### src/verilog/sipu_pkg.sv
// Operation
// - Table and task loads, control, debug, cache, halt, return, MSR ops need privilege zero
// - Table and task stores, status store, verify ops, bus lock: any privilege
// - At any privilege above zero, two feature flags gate the counter reads
// - Counter-read-restrict set: cycle counter read only at privilege zero
// - Perf-counter-open set: event counter read at any privilege, else zero
// - Global/vector table load takes base and limit from memory
// - Global/vector table store writes base and limit to memory
// - Local table load takes selector and its descriptor
// - Local table store writes only the selector
// - Task register load takes selector and task segment descriptor
// - Task register store writes the current task selector
// - Status word load/store touch only bits 0 to 15
// - Floating-point op with task-switched flag set raises fpu fault
// - Clear switch flag clears the task-switched flag
// - Control move copies a whole control register either way, five registers
// - Feature query reports implemented feature flags, perf-counter-open excluded
package sipu_pkg;
	// ---------------------------------------------------------------
	// Operation codes
	// ---------------------------------------------------------------
	localparam int         OP_W        = 5;
	localparam logic [4:0] OP_LD_LOCAL = 5'h00;
	localparam logic [4:0] OP_ST_LOCAL = 5'h01;
	localparam logic [4:0] OP_LD_GLOB  = 5'h02;
	localparam logic [4:0] OP_ST_GLOB  = 5'h03;
	localparam logic [4:0] OP_LD_VECT  = 5'h04;
	localparam logic [4:0] OP_ST_VECT  = 5'h05;
	localparam logic [4:0] OP_LD_TASK  = 5'h06;
	localparam logic [4:0] OP_ST_TASK  = 5'h07;
	localparam logic [4:0] OP_CR_LOAD  = 5'h08;
	localparam logic [4:0] OP_CR_STORE = 5'h09;
	localparam logic [4:0] OP_LD_MSW   = 5'h0a;
	localparam logic [4:0] OP_ST_MSW   = 5'h0b;
	localparam logic [4:0] OP_CLR_SW   = 5'h0c;
	localparam logic [4:0] OP_ADJ_RPL  = 5'h0d;
	localparam logic [4:0] OP_LD_AR    = 5'h0e;
	localparam logic [4:0] OP_LD_LIM   = 5'h0f;
	localparam logic [4:0] OP_VER_RD   = 5'h10;
	localparam logic [4:0] OP_VER_WR   = 5'h11;
	localparam logic [4:0] OP_DBG_MOVE = 5'h12;
	localparam logic [4:0] OP_INV_NWB  = 5'h13;
	localparam logic [4:0] OP_INV_WB   = 5'h14;
	localparam logic [4:0] OP_INV_PAGE = 5'h15;
	localparam logic [4:0] OP_HALT     = 5'h16;
	localparam logic [4:0] OP_LOCK     = 5'h17;
	localparam logic [4:0] OP_SMM_RET  = 5'h18;
	localparam logic [4:0] OP_MSR_RD   = 5'h19;
	localparam logic [4:0] OP_MSR_WR   = 5'h1a;
	localparam logic [4:0] OP_EVT_RD   = 5'h1b;
	localparam logic [4:0] OP_CYC_RD   = 5'h1c;
	localparam logic [4:0] OP_FPU      = 5'h1d;
	localparam logic [4:0] OP_FEAT_Q   = 5'h1e;
	// ---------------------------------------------------------------
	// Control word fields and reset values
	// ---------------------------------------------------------------
	localparam int          NUM_CR       = 5;
	localparam int          TS_BIT       = 3;
	localparam int          TSD_BIT      = 2;
	localparam int          PCE_BIT      = 8;
	localparam int          MSW_W        = 16;
	localparam int          FEAT_HI      = 10;
	localparam logic [31:0] CR0_RST      = 32'h0000_0010;
	localparam logic [31:0] CR_RST       = 32'h0000_0000;
	localparam logic [31:0] FEAT_DEF     = 32'h0000_07ff;
	// ---------------------------------------------------------------
	// APB map
	// ---------------------------------------------------------------
	localparam int          ADDR_W       = 8;
	localparam logic [7:0]  A_STATUS     = 8'h00;
	localparam logic [7:0]  A_MASK       = 8'h04;
	localparam logic [7:0]  A_CR0        = 8'h08;
	localparam logic [7:0]  A_CR4        = 8'h0c;
	localparam logic [7:0]  A_FEAT       = 8'h10;
	localparam int          EV_W         = 3;
	localparam int          EV_DONE      = 0;
	localparam int          EV_GP        = 1;
	localparam int          EV_NM        = 2;
endpackage : sipu_pkg

### src/verilog/sipu_priv_check.sv
`timescale 1ns/1ns
`default_nettype none
module sipu_priv_check (
	// Operation
	input  wire logic [4:0]  i_op,
	input  wire logic [1:0]  i_cpl,
	input  wire logic [31:0] i_cr4,
	// Verdict
	output logic             o_allow
);
	logic at_zero;

	always_comb begin
		at_zero = (i_cpl == 2'h0);
		case (i_op)
			sipu_pkg::OP_LD_LOCAL, sipu_pkg::OP_LD_GLOB, sipu_pkg::OP_LD_VECT,
			sipu_pkg::OP_LD_TASK, sipu_pkg::OP_CR_LOAD, sipu_pkg::OP_CR_STORE,
			sipu_pkg::OP_LD_MSW, sipu_pkg::OP_CLR_SW, sipu_pkg::OP_DBG_MOVE,
			sipu_pkg::OP_INV_NWB, sipu_pkg::OP_INV_WB, sipu_pkg::OP_INV_PAGE,
			sipu_pkg::OP_HALT, sipu_pkg::OP_SMM_RET, sipu_pkg::OP_MSR_RD,
			sipu_pkg::OP_MSR_WR: begin
				o_allow = at_zero;
			end
			sipu_pkg::OP_CYC_RD: begin
				o_allow = !i_cr4[sipu_pkg::TSD_BIT] || at_zero;
			end
			sipu_pkg::OP_EVT_RD: begin
				o_allow = i_cr4[sipu_pkg::PCE_BIT] || at_zero;
			end
			default: begin
				o_allow = 1'b1;
			end
		endcase
	end
endmodule : sipu_priv_check
`default_nettype wire

### src/verilog/sipu_top.sv
// The APB interface to the registers and the address map were chosen for this implementation.
`timescale 1ns/1ns
`default_nettype none
module sipu_top #(
	parameter logic [31:0] P_FEAT_IMPL = sipu_pkg::FEAT_DEF
) (
	// Clock and reset
	input  wire logic        i_clk,
	input  wire logic        i_rst,
	// Operation request
	input  wire logic        i_op_valid,
	input  wire logic [4:0]  i_op,
	input  wire logic [1:0]  i_cpl,
	input  wire logic [2:0]  i_cr_idx,
	input  wire logic [63:0] i_operand,
	input  wire logic [63:0] i_desc,
	// Operation answer
	output logic             o_op_done,
	output logic             o_gp_fault,
	output logic             o_nm_fault,
	output logic [63:0]      o_result,
	output logic [31:0]      o_cr0,
	output logic [31:0]      o_cr4,
	// APB slave
	input  wire logic        i_psel,
	input  wire logic        i_penable,
	input  wire logic        i_pwrite,
	input  wire logic [7:0]  i_paddr,
	input  wire logic [31:0] i_pwdata,
	output logic [31:0]      o_prdata,
	output logic             o_pready,
	output logic             o_pslverr,
	// Interrupt
	output logic             o_irq
);
	// ---------------------------------------------------------------
	// Elaboration check
	// ---------------------------------------------------------------
	if (P_FEAT_IMPL[31:sipu_pkg::FEAT_HI+1] != '0) begin : g_bad_feat
		$error("P_FEAT_IMPL names flags beyond the feature word");
	end
	// Package fields must fit the words they index
	if (sipu_pkg::NUM_CR > 8) begin : g_bad_num_cr
		$error("control register count exceeds the index width");
	end
	if (sipu_pkg::PCE_BIT > sipu_pkg::FEAT_HI || sipu_pkg::TSD_BIT > sipu_pkg::FEAT_HI) begin : g_bad_flag
		$error("counter flags lie outside the feature word");
	end
	if (sipu_pkg::MSW_W != 16 || sipu_pkg::TS_BIT >= sipu_pkg::MSW_W) begin : g_bad_msw
		$error("status word fields do not fit the machine control word");
	end
	if (sipu_pkg::EV_W != 3) begin : g_bad_ev
		$error("event status width does not match the three event sources");
	end

	// ---------------------------------------------------------------
	// State
	// ---------------------------------------------------------------
	logic [31:0] cr_q [sipu_pkg::NUM_CR];
	logic [31:0] cr_d [sipu_pkg::NUM_CR];
	logic [31:0] glob_base_q, glob_base_d;
	logic [15:0] glob_lim_q, glob_lim_d;
	logic [31:0] vect_base_q, vect_base_d;
	logic [15:0] vect_lim_q, vect_lim_d;
	logic [15:0] loc_sel_q, loc_sel_d;
	logic [63:0] loc_desc_q, loc_desc_d;
	logic [15:0] task_sel_q, task_sel_d;
	logic [63:0] task_desc_q, task_desc_d;
	logic [63:0] result_q, result_d;
	logic        done_q, done_d;
	logic        gp_q, gp_d;
	logic        nm_q, nm_d;
	logic [2:0]  stat_q, stat_d;
	logic [2:0]  mask_q, mask_d;
	logic [31:0] rdata_q, rdata_d;
	logic        allow;
	logic        cr_ok;
	logic        apb_wr;
	logic        apb_rd;
	logic [2:0]  events;
	logic [31:0] feat_word;
	logic        addr_ok;

	sipu_priv_check u_priv (
		.i_op    (i_op),
		.i_cpl   (i_cpl),
		.i_cr4   (cr_q[4]),
		.o_allow (allow)
	);

	assign cr_ok     = (i_cr_idx < 3'(sipu_pkg::NUM_CR));
	assign apb_wr    = i_psel && i_penable && i_pwrite;
	assign apb_rd    = i_psel && i_penable && !i_pwrite;
	assign feat_word = P_FEAT_IMPL & ~(32'h1 << sipu_pkg::PCE_BIT);

	// ---------------------------------------------------------------
	// Operation execution
	// ---------------------------------------------------------------
	always_comb begin
		for (int k = 0; k < sipu_pkg::NUM_CR; k++) begin
			cr_d[k] = cr_q[k];
		end
		glob_base_d = glob_base_q;
		glob_lim_d  = glob_lim_q;
		vect_base_d = vect_base_q;
		vect_lim_d  = vect_lim_q;
		loc_sel_d   = loc_sel_q;
		loc_desc_d  = loc_desc_q;
		task_sel_d  = task_sel_q;
		task_desc_d = task_desc_q;
		result_d    = result_q;
		done_d      = 1'b0;
		gp_d        = 1'b0;
		nm_d        = 1'b0;
		if (apb_wr && i_paddr == sipu_pkg::A_CR4) begin
			cr_d[4] = i_pwdata;
		end
		if (i_op_valid) begin
			done_d = 1'b1;
			// Refused operations change no state
			if (!allow) begin
				gp_d = 1'b1;
			end else begin
				case (i_op)
					sipu_pkg::OP_LD_GLOB: begin
						glob_base_d = i_operand[31:0];
						glob_lim_d  = i_operand[47:32];
					end
					sipu_pkg::OP_LD_VECT: begin
						vect_base_d = i_operand[31:0];
						vect_lim_d  = i_operand[47:32];
					end
					sipu_pkg::OP_ST_GLOB: begin
						result_d = {16'h0000, glob_lim_q, glob_base_q};
					end
					sipu_pkg::OP_ST_VECT: begin
						result_d = {16'h0000, vect_lim_q, vect_base_q};
					end
					sipu_pkg::OP_LD_LOCAL: begin
						loc_sel_d  = i_operand[15:0];
						loc_desc_d = i_desc;
					end
					sipu_pkg::OP_ST_LOCAL: begin
						result_d = {48'h0, loc_sel_q};
					end
					sipu_pkg::OP_LD_TASK: begin
						task_sel_d  = i_operand[15:0];
						task_desc_d = i_desc;
					end
					sipu_pkg::OP_ST_TASK: begin
						result_d = {48'h0, task_sel_q};
					end
					sipu_pkg::OP_LD_MSW: begin
						cr_d[0][sipu_pkg::MSW_W-1:0] = i_operand[15:0];
					end
					sipu_pkg::OP_ST_MSW: begin
						result_d = {48'h0, cr_q[0][sipu_pkg::MSW_W-1:0]};
					end
					sipu_pkg::OP_CLR_SW: begin
						cr_d[0][sipu_pkg::TS_BIT] = 1'b0;
					end
					sipu_pkg::OP_CR_LOAD: begin
						if (cr_ok) begin
							cr_d[i_cr_idx] = i_operand[31:0];
						end else begin
							gp_d = 1'b1;
						end
					end
					sipu_pkg::OP_CR_STORE: begin
						if (cr_ok) begin
							result_d = {32'h0, cr_q[i_cr_idx]};
						end else begin
							gp_d = 1'b1;
						end
					end
					sipu_pkg::OP_FPU: begin
						nm_d = cr_q[0][sipu_pkg::TS_BIT];
					end
					sipu_pkg::OP_FEAT_Q: begin
						result_d = {32'h0, feat_word};
					end
					default: begin
						result_d = result_q;
					end
				endcase
			end
		end
	end

	always_ff @(posedge i_clk or posedge i_rst) begin
		if (i_rst) begin
			for (int k = 0; k < sipu_pkg::NUM_CR; k++) begin
				cr_q[k] <= (k == 0) ? sipu_pkg::CR0_RST : sipu_pkg::CR_RST;
			end
			glob_base_q <= 32'h0;
			glob_lim_q  <= 16'hffff;
			vect_base_q <= 32'h0;
			vect_lim_q  <= 16'hffff;
			loc_sel_q   <= 16'h0;
			loc_desc_q  <= 64'h0;
			task_sel_q  <= 16'h0;
			task_desc_q <= 64'h0;
			result_q    <= 64'h0;
			done_q      <= 1'b0;
			gp_q        <= 1'b0;
			nm_q        <= 1'b0;
		end else begin
			for (int k = 0; k < sipu_pkg::NUM_CR; k++) begin
				cr_q[k] <= cr_d[k];
			end
			glob_base_q <= glob_base_d;
			glob_lim_q  <= glob_lim_d;
			vect_base_q <= vect_base_d;
			vect_lim_q  <= vect_lim_d;
			loc_sel_q   <= loc_sel_d;
			loc_desc_q  <= loc_desc_d;
			task_sel_q  <= task_sel_d;
			task_desc_q <= task_desc_d;
			result_q    <= result_d;
			done_q      <= done_d;
			gp_q        <= gp_d;
			nm_q        <= nm_d;
		end
	end

	// ---------------------------------------------------------------
	// Event status, mask and register reads
	// ---------------------------------------------------------------
	assign events = {nm_q, gp_q, done_q};

	always_comb begin
		stat_d  = stat_q | events;
		mask_d  = mask_q;
		rdata_d = rdata_q;
		// Set wins over the read clear
		if (apb_rd && i_paddr == sipu_pkg::A_STATUS) begin
			stat_d = events;
		end
		if (apb_wr && i_paddr == sipu_pkg::A_MASK) begin
			mask_d = i_pwdata[2:0];
		end
		// Read data prepared in the setup cycle
		if (i_psel && !i_penable) begin
			case (i_paddr)
				// Setup-cycle events folded in, so the clear loses none
				sipu_pkg::A_STATUS: rdata_d = {29'h0, stat_q | events};
				sipu_pkg::A_MASK:   rdata_d = {29'h0, mask_q};
				sipu_pkg::A_CR0:    rdata_d = cr_q[0];
				sipu_pkg::A_CR4:    rdata_d = cr_q[4];
				sipu_pkg::A_FEAT:   rdata_d = feat_word;
				default:            rdata_d = 32'h0;
			endcase
		end
	end

	always_ff @(posedge i_clk or posedge i_rst) begin
		if (i_rst) begin
			stat_q  <= 3'h0;
			mask_q  <= 3'h0;
			rdata_q <= 32'h0;
		end else begin
			stat_q  <= stat_d;
			mask_q  <= mask_d;
			rdata_q <= rdata_d;
		end
	end

	// ---------------------------------------------------------------
	// Address decode
	// ---------------------------------------------------------------
	// Unmapped addresses answer with a slave error
	always_comb begin
		case (i_paddr)
			sipu_pkg::A_STATUS,
			sipu_pkg::A_MASK,
			sipu_pkg::A_CR0,
			sipu_pkg::A_CR4,
			sipu_pkg::A_FEAT: begin
				addr_ok = 1'b1;
			end
			default: begin
				addr_ok = 1'b0;
			end
		endcase
	end

	// ---------------------------------------------------------------
	// Outputs
	// ---------------------------------------------------------------
	assign o_op_done  = done_q;
	assign o_gp_fault = gp_q;
	assign o_nm_fault = nm_q;
	assign o_result   = result_q;
	assign o_cr0      = cr_q[0];
	assign o_cr4      = cr_q[4];
	assign o_prdata   = rdata_q;
	// Zero wait states: every access completes at once
	assign o_pready   = 1'b1;
	assign o_pslverr  = i_psel && i_penable && !addr_ok;
	assign o_irq      = |(stat_q & mask_q);
endmodule : sipu_top
`default_nettype wire

### config.mk
export PLATFORM = sky130hd
export DESIGN_NAME = sipu_top
export DESIGN_NICKNAME = d
export VERILOG_FILES = /design/src/verilog/sipu_pkg.sv /design/src/verilog/sipu_priv_check.sv /design/src/verilog/sipu_top.sv
export SDC_FILE = /design/constraint.sdc
export NUM_CORES = 1
export LEC_CHECK = 0
export BUFFER_PORTS_ARGS = -buffer_cell sky130_fd_sc_hd__buf_2
export CORE_ASPECT_RATIO = 0.8
export CORE_MARGIN = 5
export CORE_UTILIZATION = 56
export DETAILED_ROUTE_END_ITERATION = 16
export PLACE_DENSITY = 0.92
export SYNTH_ARGS = -nofsm -noshare
export SYNTH_HDL_FRONTEND = slang
export SYNTH_HIERARCHICAL = 1
export SYNTH_SLANG_ARGS = --single-unit
### constraint.sdc
create_clock -name i_clk -period 15.9 [get_ports i_clk]
set_clock_uncertainty 0.1 [all_clocks]
set_input_delay 3.18 -clock i_clk [delete_from_list [all_inputs] [get_ports i_clk]]
set_output_delay 3.18 -clock i_clk [all_outputs]
set_load 0.05 [all_outputs]
==> impl_metrics.tcl <==
set metrics [dict create \
    drive_above_1_share_pct 37.49 \
    grt_usage_pct 29.14 \
    synth_mux_area_share_pct 20.83 \
    vias 13870 \
    r2r_slack_ns 12.38 \
    dpl.hpwl_mm 34.59 \
    yosysWarnings 6 \
    min_delay_path_depth 2 \
    yosysSeqAreaShare_pct 53.18 \
    synth_cell_types 49 \
    cts-buffers-inserted 39 \
    crit_required_ns 12.62 \
    io_buffers 252 \
    p_total_w 0.002547 \
    whs_ns 0.3771 \
    finalSetupViolations 0 \
    grt_pass1_wl_mm 82.03 \
    worst_pin_slew_ns 1.278 \
    ys_ff_latch 377 \
    cts_root_buf "clkbuf_16" \
    grt_overflow_total 0 \
    grt_antenna_before_repair 10 \
    cp_max_fo 12 \
    die_width_um 209.4 \
    holdBufCountCts 0 \
    report.final.slew_viol_count 0 \
    rsz0062_at_grt "false" \
    drc 0 \
    fillers 2251 \
    cts-resized-gates 0 \
    fin_nets 1884 \
    drt_iter0_markers 1792 \
    gp_congestion 0.9454 \
    finalInstanceArea_mm2 0.02004 \
    coreArea_mm2 0.03142 \
    grt_max_degree 169 \
    post-route-util_pct 63.76 \
    cts.sinks 377 \
    min_to "o_prdata[26]$_DFFE_PP0P_" \
    initial_core_util_pct 56.70 \
    timing.rr.end "glob_base_q[6]$_DFFE_PP0P_" \
    relSlewSlack_pct 14.49 \
    die_y_um 169.5 \
    final_antenna_net_count 0 \
    viasPerCell 6.462 \
    synth-edff-count 0 \
    dieArea_mm2 0.03551 \
    cts_setup_buffers 0 \
    synth_xor_area_share_pct 0 \
    wirelength_mm 53.23 \
    clkTransAtPathRegs_ns 0.06 \
    reg2reg_from "o_cr4[8]$_DFF_PP0_" \
    reg2reg_depth 8 \
    min_period_ns 7.334 \
    ios 350 \
    routedWlPerCell_um 24.79 \
    synth_ff_type "dfrtp_1" \
    synth_compound_area_share_pct 13.31 \
    clk_path_buf_depth 3 \
    p_leak_nw 9.723 \
    grt_pass1_vias 13760 \
    dr.pass1.iters 8 \
    synthArstFlopShare_pct 100.0 \
    clk-insertion-delay-late_ns 0.55 \
    synthesis.area_mm2 0.01782 \
    cts_tree "built" \
    hold_class "reg -> reg" \
    synth_top_family_by_area "multiplexers" \
    tns_ns 0 \
    place_area_mm2 0.01881 \
    worstHoldStart "o_prdata[26]$_DFFE_PP0P_" \
    syn_avg_cell_area_um2 11.36 \
    path_class "in -> out" \
    timing.critical_path.from "i_paddr[2]" \
    syn_inst 1568 \
    period_share_pct 46.12 \
    peakVddDrop_mv 0.09975 \
    area_growth_pct 12.45 \
    critPathLaunchType "input port" \
    yosys.area_share.adder_pct 0 \
    max_cap_viol_count 0 \
    outcome "complete, no violations" \
    arrival_ns 4.05 \
    yosys.area_share.simple_pct 6.327 \
    rows 58 \
    hold_viol 0 \
    end_kind "output pin" \
    cts_max_level 2 \
    fmax_ghz 0.1364 \
    cellPowerDensity_mw_per_mm2 127.1 \
]
## synthesized netlist by cell type, drive strengths merged (6+ instances only)
cell type	instances	area (um^2)
and2	6	37.54
nand3	11	55.05
mux2	262	2950
a21o	10	75.07
a31oi	6	37.54
clkbuf	58	219.0
nor2	120	450.4
a221oi	30	262.8
o21ai	132	660.6
dfrtp	344	8608
nand2	88	332.8
o22ai	12	75.07
dfstp	33	867.1
a22oi	52	390.4
inv	7	26.28
nand2b	10	62.56
buf	139	874.6
mux2i	76	760.7
nor3	7	40.04
a22o	20	175.2
a221o	6	60.06
a21oi	103	515.5
## critical path, cell delays in order
cell	delay, ns
buf_2	0.26
o21ai_0	0.15
a21oi_1	0.17
buf_2	0.28
## cell usage in the layout (no fill, tap or decap), types with 10 or more instances in the layout
cell type	Yosys	layout
nand2b_1	10	10
o22ai_1	12	12
clkbuf_16	0	39
nand2_1	87	84
nor2_1	120	118
conb_1	2	17
o21ai_0	127	127
buf_4	81	20
mux2_2	262	262
dfstp_2	33	33
a21oi_1	103	103
a221oi_1	30	30
buf_2	39	252
dfrtp_1	344	344
a21o_1	10	10
a22o_1	20	20
a22oi_1	52	51
mux2i_1	76	76
## power breakdown
| part | switching, W | leakage [nW] | internal, W |
|---|---|---|---|
| Clock | 0.000390 | 0.595 | 0.000507 |
| Combinational | 0.000345 | 4.16 | 0.000137 |
| Sequential | 0.0000864 | 4.97 | 0.00108 |
| Total | 0.000821 | 9.72 | 0.00173 |
## layout make-up
| type | instances | area, um^2 | share of cell area [%] |
|---|---|---|---|
| clock inverter | 15 | 158.9 | 0.7931 |
| inverter | 8 | 37.54 | 0.1873 |
| antenna | 1 | 2.502 | 0.01249 |
| tap | 420 | 525.5 | 2.623 |
| sequential | 377 | 9475 | 47.29 |
| timing repair buffer | 273 | 1431 | 7.144 |
| clock buffer | 52 | 1065 | 5.314 |
| multi-input combinational | 1001 | 7340 | 36.63 |
## flip-flops by register name, indices dropped and copies added, names as in the netlist
name,count
cr_q,96
o_result,48
glob_base_q,32
o_cr0,32
o_cr4,32
o_prdata,32
vect_base_q,32
glob_lim_q,16
loc_sel_q,16
task_sel_q,16
vect_lim_q,16
mask_q,3
stat_q,3
o_gp_fault,1
o_nm_fault,1
o_op_done,1
## cells by family (layout without fill, tap and decap cells)
group                  count (synthesis)  count (layout)
AO/OA/AOI/OAI                        385             385
flip-flops                           377             377
buffers and inverters                205             348
other                                  2              18
AND/OR/NAND/NOR                      261             261
multiplexers                         338             338
## per-layer routing
| layer | up-vias | track usage [%] | wire length (um) |
|---|---|---|---|
| met5 | - | 0 | 131 |
| met4 | 18 | 7.431 | 1294 |
| met3 | 155 | 10.46 | 7260 |
| met2 | 937 | 43.60 | 23590 |
| met1 | 6937 | 41.09 | 20960 |
| li1 | 5827 | - | - |
## worst max-delay path by stage
stage	cells after the start	end
2_1_floorplan	1	cr_q[100]$_DFFE_PP0P_
4_1_cts	4	o_pslverr
5_1_grt	4	o_pslverr
3_3_place_gp	4	o_pslverr
6_report	4	o_pslverr
3_5_place_dp	5	o_pslverr
## through the flow
step | setup slack, ns | std cells
3_3_place_gp | 8.583 | 2079
6_report | 8.566 | 2147
5_1_grt | 8.465 | 2147
2_1_floorplan | 2.202 | 1583
3_5_place_dp | 8.584 | 2079
4_1_cts | 8.573 | 2146
(Power assumes the default switching activity.)
